**config.mk**
```make
export PLATFORM = sky130hd
export DESIGN_NAME = pcw_regs
export DESIGN_NICKNAME = d
export VERILOG_FILES = /design/src/pcw_pkg.sv /design/src/pcw_wait_gen.sv /design/src/pcw_regs.sv
export SDC_FILE = /design/constraint.sdc
export NUM_CORES = 1
export LEC_CHECK = 0
export ABC_AREA = 1
export BUFFER_PORTS_ARGS = -buffer_cell sky130_fd_sc_hd__buf_4
export CAP_MARGIN = 20
export CORE_AREA = 3 3 105 107
export CTS_CLUSTER_SIZE = 14
export DETAILED_ROUTE_END_ITERATION = 7
export DIE_AREA = 0 0 108 110
export PLACE_DENSITY = 0.67
export SYNTH_ARGS = -nofsm -noshare
export SYNTH_HDL_FRONTEND = slang
export SYNTH_SLANG_ARGS = --single-unit
export TNS_END_PERCENT = 5
```
**constraint.sdc**
```tcl
create_clock -name clock -period 3.9 [get_ports clock]
set_input_delay 0.195 -clock clock [delete_from_list [all_inputs] [get_ports clock]]
set_output_delay 0.195 -clock clock [all_outputs]
set_load 0.005 [all_outputs]
```
**src/pcw_pkg.sv**
```systemverilog
// shared constants, state codes and helpers for the processor control word register bank
package pcw_pkg;

  // register byte offsets on the bus
  localparam logic [7:0] PCW_OFS_ERR_MASK = 8'h00;
  localparam logic [7:0] PCW_OFS_CTRL = 8'h04;
  localparam logic [7:0] PCW_OFS_STATUS = 8'h08;

  // control word field positions
  localparam int PCW_B_WAITGEN_EN = 0;
  localparam int PCW_A_WAITGEN_EN = 1;
  localparam int PCW_B_COUNT_LO = 2;
  localparam int PCW_A_COUNT_LO = 4;
  localparam int PCW_PORT_LOW_DIR = 6;
  localparam int PCW_PORT_HIGH_DIR = 7;
  localparam int PCW_GRANT_SRC = 8;
  localparam int PCW_PENDING = 9;
  localparam int PCW_IRQ_LO = 10;
  localparam int PCW_NUM_IRQ = 6;

  // error mask layout
  localparam int PCW_HALT_LO = 8;
  localparam logic [15:0] PCW_EMR_RSVD = 16'h0d0d;
  localparam logic [7:0] PCW_ESR_HALTABLE = 8'hf2;

  // reset values
  localparam logic [15:0] PCW_CTRL_RESET = 16'h0000;
  localparam logic [15:0] PCW_EMR_RESET = 16'hffff;

  // status bit positions
  localparam int PCW_ST_BUSY = 0;
  localparam int PCW_ST_HALT = 1;
  localparam int PCW_ST_READY = 2;

  // wait-state code for ready-extended accesses
  localparam logic [1:0] PCW_CODE_EXT = 2'h3;
  localparam int PCW_CNT_W = 4;

  // one wait-state is one processor clock period
  localparam int PCW_CLOCK_PERIOD_NS = 20;
  localparam int PCW_WAIT_STATE_NS = 20;
  localparam int PCW_WS_CYCLES_RAW = PCW_WAIT_STATE_NS / PCW_CLOCK_PERIOD_NS;
  localparam int PCW_WS_CYCLES = (PCW_WS_CYCLES_RAW < 1) ? 1 : PCW_WS_CYCLES_RAW;

  // ahb transfer type bit that marks an active transfer
  localparam int PCW_HTRANS_ACTIVE = 1;

  typedef enum logic [0:0] {
    PCW_ST_IDLE = 1'b0,
    PCW_ST_WAIT = 1'b1
  } pcw_state_e;

  // wait-states for a count code; the extended code gives its minimum of two
  function automatic logic [PCW_CNT_W-1:0] pcw_waits(input logic [1:0] code);
    logic [PCW_CNT_W-1:0] w;
    case (code)
      2'h0: w = 4'h1;
      2'h1: w = 4'h2;
      2'h2: w = 4'h3;
      default: w = 4'h2;
    endcase
    return PCW_CNT_W'(w * PCW_CNT_W'(PCW_WS_CYCLES));
  endfunction

endpackage

```
**src/pcw_wait_gen.sv**
```systemverilog
// wait-state generator for one external memory access at a time
`timescale 1ns/1ps

module pcw_wait_gen (
  // clock and reset
  input wire logic clock,
  input wire logic reset_n,
  // access request
  input wire logic start,
  input wire logic waitgen_en,
  input wire logic [1:0] wait_code,
  input wire logic ready,
  // progress
  output logic busy,
  output logic done
);
  import pcw_pkg::*;

  pcw_state_e state_reg;
  logic [PCW_CNT_W-1:0] cnt_reg;
  logic ext_reg;

  // count down the inserted wait-states, then hold for ready on the extended code
  always_ff @(posedge clock or negedge reset_n) begin
    if (!reset_n) begin
      state_reg <= PCW_ST_IDLE;
      cnt_reg <= '0;
      ext_reg <= 1'b0;
      done <= 1'b0;
    end else begin
      done <= 1'b0;
      case (state_reg)
        PCW_ST_IDLE: begin
          if (start) begin
            if (!waitgen_en) begin
              done <= 1'b1; // generator off: no wait-states
            end else begin
              cnt_reg <= pcw_waits(wait_code); // [RQ4] [RQ5]
              // code latched here, so a control write mid-access waits for the next one
              ext_reg <= (wait_code == PCW_CODE_EXT); // [RQ12]
              state_reg <= PCW_ST_WAIT;
            end
          end
        end
        PCW_ST_WAIT: begin
          if (cnt_reg > 4'h1) begin
            cnt_reg <= cnt_reg - 4'h1;
          end else if (!ext_reg || ready) begin
            done <= 1'b1; // [RQ4]
            state_reg <= PCW_ST_IDLE;
          end
        end
        default: state_reg <= PCW_ST_IDLE;
      endcase
    end
  end

  assign busy = (state_reg == PCW_ST_WAIT);

endmodule

```
**src/pcw_regs.sv**
```systemverilog
// processor control word and error mask registers behind an ahb-lite slave
`timescale 1ns/1ps

// Summary of operation
// [RQ1] Bit 1 enables the partition A wait-state generator and bit 0 that of partition B.
// [RQ2] Bits 3:2 pick the wait-state count for partition B accesses.
// [RQ3] Bits 5:4 pick the wait-state count for partition A accesses.
// [RQ4] Codes 00, 01, 10 give one, two, three waits; 11 gives two then waits for ready.
// [RQ5] Every wait-state lasts one processor clock period.
// [RQ6] Grant source bit 0 passes the arbiter grant; 1 drives the inverted OR of pending bits.
// [RQ7] Bits 15:10 hold one enable per interrupt source, six in all.
// [RQ8] An interrupt source raises a request only while its enable bit is one.
// [RQ9] Halt mask bits 9 and 12..15 mask the error status bit eight lower from halting.
// [RQ10] Reserved error mask bits 8, 10 and 11 always read as one.
// [RQ11] Reset sets every error mask bit to one.
// [RQ12] Control writes act on the next access and interrupt evaluation; reads return them.
module pcw_regs (
  // clock and reset
  input wire logic clock,
  input wire logic reset_n,
  // ahb-lite slave
  input wire logic hsel,
  input wire logic [7:0] haddr,
  input wire logic [1:0] htrans,
  input wire logic hwrite,
  input wire logic [2:0] hsize,
  input wire logic [31:0] hwdata,
  input wire logic hready,
  output logic hreadyout,
  output logic hresp,
  output logic [31:0] hrdata,
  // external memory access
  input wire logic ext_access_req,
  input wire logic ext_access_part_b,
  input wire logic sync_ready_in,
  output logic ext_access_busy,
  output logic ext_access_done,
  // memory grant
  input wire logic arb_grant,
  input wire logic ext_pending_int,
  output logic memory_grant_pin,
  // parallel port direction
  output logic port_low_dir,
  output logic port_high_dir,
  // interrupts
  input wire logic [pcw_pkg::PCW_NUM_IRQ-1:0] irq_src,
  output logic [pcw_pkg::PCW_NUM_IRQ-1:0] irq_req,
  // error halting
  input wire logic [7:0] error_status,
  output logic halt_req
);
  import pcw_pkg::*;

  logic [15:0] ctrl_reg;
  logic [15:0] ctrl_next;
  logic [15:0] emr_reg;
  logic [15:0] emr_next;
  logic wr_access_pending_bit_reg;
  logic [7:0] wr_addr_reg;
  logic addr_phase;
  logic [2:0] rdy_sync_reg;
  logic rdy_filt_reg;
  logic wg_start;
  logic wg_en;
  logic [1:0] wg_code;
  logic wg_busy;
  logic [7:0] halt_src;
  logic [2:0] status_bits;

  // an active transfer is taken when the bus is ready
  assign addr_phase = hsel && hready && htrans[PCW_HTRANS_ACTIVE];

  // capture the address phase of a write; data follows one cycle later
  always_ff @(posedge clock or negedge reset_n) begin
    if (!reset_n) begin
      wr_access_pending_bit_reg <= 1'b0;
      wr_addr_reg <= 8'h00;
    end else if (hready) begin
      wr_access_pending_bit_reg <= addr_phase && hwrite;
      wr_addr_reg <= haddr;
    end
  end

  // next register values, forwarded so a read right behind a write sees it
  always_comb begin
    ctrl_next = ctrl_reg;
    emr_next = emr_reg;
    if (wr_access_pending_bit_reg && (wr_addr_reg == PCW_OFS_CTRL)) begin
      ctrl_next = hwdata[15:0]; // [RQ12]
    end
    if (wr_access_pending_bit_reg && (wr_addr_reg == PCW_OFS_ERR_MASK)) begin
      emr_next = hwdata[15:0] | PCW_EMR_RSVD; // [RQ10]
    end
  end

  // control word storage
  always_ff @(posedge clock or negedge reset_n) begin
    if (!reset_n) begin
      ctrl_reg <= PCW_CTRL_RESET;
    end else begin
      ctrl_reg <= ctrl_next; // [RQ12]
    end
  end

  // error mask storage, all ones after reset
  always_ff @(posedge clock or negedge reset_n) begin
    if (!reset_n) begin
      emr_reg <= PCW_EMR_RESET; // [RQ11]
    end else begin
      emr_reg <= emr_next;
    end
  end

  // status word shows the block's own live state
  assign status_bits = {rdy_filt_reg, halt_req, wg_busy};

  // read data for the data phase; unmapped offsets read zero
  always_ff @(posedge clock or negedge reset_n) begin
    if (!reset_n) begin
      hrdata <= 32'h0000_0000;
    end else if (addr_phase && !hwrite) begin
      case (haddr)
        PCW_OFS_CTRL: hrdata <= {16'h0000, ctrl_next}; // [RQ12]
        PCW_OFS_ERR_MASK: hrdata <= {16'h0000, emr_next | PCW_EMR_RSVD}; // [RQ10]
        PCW_OFS_STATUS: hrdata <= {29'h0000_0000, status_bits};
        default: hrdata <= 32'h0000_0000;
      endcase
    end
  end

  // zero-wait slave, always okay; hsize only ever a full word
  always_ff @(posedge clock or negedge reset_n) begin
    if (!reset_n) begin
      hreadyout <= 1'b1;
      hresp <= 1'b0;
    end else begin
      hreadyout <= 1'b1;
      hresp <= 1'b0;
    end
  end

  // ready pin: three flops, a change counts once the last two agree
  always_ff @(posedge clock or negedge reset_n) begin
    if (!reset_n) begin
      rdy_sync_reg <= 3'h0;
      rdy_filt_reg <= 1'b0;
    end else begin
      rdy_sync_reg <= {rdy_sync_reg[1:0], sync_ready_in};
      if (rdy_sync_reg[1] == rdy_sync_reg[2]) begin
        rdy_filt_reg <= rdy_sync_reg[2];
      end
    end
  end

  // pick partition settings; sampled at start so a write acts on the next access
  assign wg_start = ext_access_req && !wg_busy;
  assign wg_en = ext_access_part_b ? ctrl_reg[PCW_B_WAITGEN_EN] // [RQ1]
                                   : ctrl_reg[PCW_A_WAITGEN_EN]; // [RQ1]
  assign wg_code = ext_access_part_b ? ctrl_reg[PCW_B_COUNT_LO +: 2] // [RQ2]
                                     : ctrl_reg[PCW_A_COUNT_LO +: 2]; // [RQ3]

  // the generator latches what it needs when an access is taken, so a control write
  // mid-access acts on the next one; requests while busy are ignored
  pcw_wait_gen u_wait_gen (
    .clock(clock),
    .reset_n(reset_n),
    .start(wg_start),
    .waitgen_en(wg_en),
    .wait_code(wg_code),
    .ready(rdy_filt_reg),
    .busy(wg_busy),
    .done(ext_access_done)
  );

  // busy as a registered copy for the pin side
  always_ff @(posedge clock or negedge reset_n) begin
    if (!reset_n) begin
      ext_access_busy <= 1'b0;
    end else begin
      ext_access_busy <= wg_busy; // [RQ5]
    end
  end

  // memory grant source select
  always_ff @(posedge clock or negedge reset_n) begin
    if (!reset_n) begin
      memory_grant_pin <= 1'b1;
    end else if (!ctrl_reg[PCW_GRANT_SRC]) begin
      memory_grant_pin <= arb_grant; // [RQ6]
    end else begin
      memory_grant_pin <= ~(ctrl_reg[PCW_PENDING] | ext_pending_int); // [RQ6]
    end
  end

  // port directions follow the control word
  always_ff @(posedge clock or negedge reset_n) begin
    if (!reset_n) begin
      port_low_dir <= 1'b0;
      port_high_dir <= 1'b0;
    end else begin
      port_low_dir <= ctrl_reg[PCW_PORT_LOW_DIR];
      port_high_dir <= ctrl_reg[PCW_PORT_HIGH_DIR];
    end
  end

  // interrupt gating, one enable per source
  always_ff @(posedge clock or negedge reset_n) begin
    if (!reset_n) begin
      irq_req <= '0;
    end else begin
      irq_req <= irq_src & ctrl_reg[PCW_IRQ_LO +: PCW_NUM_IRQ]; // [RQ7] [RQ8]
    end
  end

  // only the haltable status bits count; reserved positions are dropped
  assign halt_src = error_status & ~emr_reg[PCW_HALT_LO +: 8] & PCW_ESR_HALTABLE; // [RQ9]

  // halt request from any unmasked error
  always_ff @(posedge clock or negedge reset_n) begin
    if (!reset_n) begin
      halt_req <= 1'b0;
    end else begin
      halt_req <= |halt_src; // [RQ9]
    end
  end

endmodule

```
==> metrics.md <==
| Metric | Value |
|---|---|
| Post-route insts no fill | `626` |
| Slew @ Worst Pin | `0.917 ns` |
| Number of diodes | `0` |
| Die X | `108 um` |
| Post-synth EDFFs | `0` |
| Critical Path Fanout Max | `11` |
| Highest cell delay on the worst timing path | `0.42 ns` |
| Endpoints failing setup | `0` |
| Top layer used by detailed routing | `met4` |
| Slew headroom | `0.389` |
| Psw | `410 uW` |
| CP arrival | `2.13 ns` |
| Num ports | `115` |
| Total grt overflow | `0` |
| Synth warn | `0` |
| Sum of negative setup slack | `0 ns` |
| Largest net degree at the start of global routing | `74` |
| Core area | `10200 sq um` |
| H-tree lvl count | `3` |
| Internal power | `1330 uW` |
| Sequential share of power | `0.473` |
| Initial antenna violation count | `0` |
| DR WL/cell | `12.8 um` |
| Initial Util | `0.347` |
| Vias in the first global route | `2683` |
| CP most frequent cell | `nand2_1` |
| PwrDens | `398 nW/um^2` |
| Fin. max-slew vios | `0` |
| Avg Inst Size Synth | `8.60 sq um` |
| Routed via count | `2778` |
| DR DRC count | `0` |
| Worst IR drop on VDD | `0.000222 V` |
| Final core occ | `0.428` |
| Total CTS buffers | `9` |
| Worst clock skew | `0.00899 ns` |
| Number of DRC markers in iteration 0 | `206` |
| Top cell type's share of synthesized area | `0.437` |
| F_max | `543 MHz` |
| WL met3 | `420 um` |
| Async SR Flop Fraction | `1.00` |
| Row cnt | `37` |
| Final GP Congestion | `0.858` |
| Setup WS post-layout | `2.06 ns` |
| Place WS | `1.82 ns` |
| WL final | `7.99 mm` |
| Worst Hold Class | `input pin to async pin` |
| Critical path endpoint category | `flop` |
| Switching share of total power | `0.236` |
| CTS tree | `yes` |
| Post-synthesis sequential area ratio | `0.518` |
| Synth Cell Area | `3550 sq um` |
| Metal2 WL | `3.79 mm` |
| Placement Cell Area | `4110 sq um` |
| Critical path class | `flop to flop` |
| Final Critical Period | `1.84 ns` |
| CP max stage cell | `nor2_2` |
| Die area | `11900 sq um` |
| Clock transition at path regs | `0.08 ns` |
| Clk sinks | `73` |
| Hold Vio Cnt, Final | `24` |
| Fin Hold WS | `-0.0183 ns` |
| CTS max path bufs | `2` |
| Yosys cell types | `35` |
| First-pass GRT wire length | `13.0 mm` |
| Pre-antenna DRT Iters | `4` |
| Final Cell Area | `4380 sq um` |
| Worst-path cell chain | `nor2_1 > nand2_1 > nor2_2 > nand2_2 > nand2_1 > nand3_1 > nand2_1 > nand2_1 > nand2_1` |
| #FFs+latches synth | `73` |
| GRT Util Overall | `0.140` |
| # nets final | `556` |
| Post-Place Cells | `608` |
| Layout cells sized above 1 | `0.239` |
| Post-DP HPWL | `5.75 mm` |
| Synth-to-Final Area Change | `23.1%` |
| Crit path required time | `4.19 ns` |
| Final ANT Viol Nets | `0` |
| LEAKAGE | `0.00235 uW` |
| Nature of the critical path startpoint | `flop` |
| Via density | `4.44` |
| Die height | `110 um` |
| RSZ-0062 raised after global routing | `no` |
| Clk pwr share | `0.413` |
| Post-Synthesis Cells | `413` |
| Combinational Power Share | `0.115` |
| Period utilisation layout | `0.472` |
| Failing checks | `hold timing` |
| Status | `finished, violations left` |
| CTS Root Buffer Type | `clkbuf_8` |
| Main synth FF type | `dfrtp_1` |
| Synth top area cells | `dfrtp_1 44%, nand2_1 11%, dfstp_2 8.1%, nand3_1 6.8%, inv_1 6.0%` |
| Routed met1 length | `3.66 mm` |
| # port buffers | `73` |
| Skew-Pair Late Insertion Delay | `0.35 ns` |
| Max_cap viols | `0` |
| Cell taking the most area after synthesis | `dfrtp_1` |
==> path summary, 6_finish.rpt <==
check / from / endpoint / slack, ns / cells after the start
setup / recovery: wr_addr_reg[5]$_DFFE_PN0P_ / hrdata[14]$_DFFE_PN0P_ / 2.06 / 9
hold / removal: reset_n / port_low_dir$_DFF_PN0_ / -0.02 / 1
setup reg to reg: wr_addr_reg[5]$_DFFE_PN0P_ / hrdata[14]$_DFFE_PN0P_ / 2.06 / 9
hold reg to reg: rdy_sync_reg[0]$_DFF_PN0_ / rdy_sync_reg[1]$_DFF_PN0_ / 0.36 / 0
max in group asynchronous: reset_n / wr_addr_reg[2]$_DFFE_PN0P_ / 3.33 / 1
min in group clock: irq_src[4] / irq_req[4]$_DFF_PN0_ / 0.04 / 3
==> Yosys cell counts (2+ instances only) <==
cell type,number
nor2_2,2
inv_1,57
buf_2,4
dfstp_2,11
dfrtp_1,62
ha_1,2
buf_4,23
nand3b_1,3
nor2_4,3
nand2_1,102
nand2_2,5
xnor2_1,2
conb_1,2
o22ai_1,2
nor2_1,15
o21ai_0,10
nand3_1,48
a21oi_1,8
o31ai_1,4
o211ai_1,6
buf_6,2
o21a_1,4
inv_2,3
and2_1,22
==> routing by layer <==
metal / global-route usage / vias to the layer above
met5: 0 / -
met4: 0.0640 / 0
met3: 0.0262 / 8
met2: 0.219 / 70
met1: 0.189 / 1303
li1: - / 1397
==> power groups by stage <==
stage	Clock, uW	Combinational (uW)	Sequential [uW]
3_5_place_dp	0	200	837
3_3_place_gp	0	192	836
4_1_cts	732	203	823
5_1_grt	769	228	828
2_1_floorplan	0	119	834
6_report	719	199	823
==> area by class of cell <==
class	count	area, sq um
fillers	1040	5860
flip-flops and latches	73	1840
multi-input cells	266	1330
repair buffers	75	568
inverters	60	225
well taps	136	170
clock buffers	10	138
clock inverters	6	105
==> through the flow <==
step	hold WS, ns	total power, uW
5_1_grt	0.0474	1830
2_1_floorplan	-0.101	952
6_report	-0.0183	1740
3_3_place_gp	0.307	1030
4_1_cts	0.00894	1760
3_5_place_dp	0.306	1040
==> worst max-delay path, delay by kind of cell, from the launching register on <==
kind / cells / cell delay, ns
flops: 1 / 0.39
simple gates: 9 / 1.38
==> placed cells by master, fill, tap and decap left out, types with 2 or more instances in the layout <==
master / instances
clkbuf_8: 10
clkinv_2: 3
nor2_2: 2
nand2_1: 102
and2_1: 22
o21ai_0: 10
nor2_1: 15
nand3b_1: 3
o21a_1: 4
nand2_2: 5
dlygate4sd3_1: 2
o22ai_1: 2
dfstp_2: 11
conb_1: 18
dfrtp_1: 62
buf_4: 73
nor2_4: 3
ha_1: 2
xnor2_1: 2
o211ai_1: 6
o31ai_1: 4
nand3_1: 48
inv_2: 3
bufinv_16: 3
a21oi_1: 8
inv_1: 57
==> what timing repair did <==
item                                   4_1_cts  5_1_grt
resized for setup                            0        0
hold buffers                                 2        0
buffers inserted                             0        0
endpoints found under the hold margin        2        0
==> logic make-up (layout without fill, tap and decap cells) <==
group / after synthesis / in the layout / share of synthesized area
AND/OR/NAND/NOR: 206 / 206 / 0.276
buffers and inverters: 90 / 151 / 0.125
flip-flops: 73 / 73 / 0.518
AO/OA/AOI/OAI: 37 / 37 / 0.0644
adder cells (fa/ha/maj): 3 / 3 / 0.00986
other: 2 / 18 / 0.00211
XOR/XNOR: 2 / 2 / 0.00493
(Power assumes the default switching activity.)
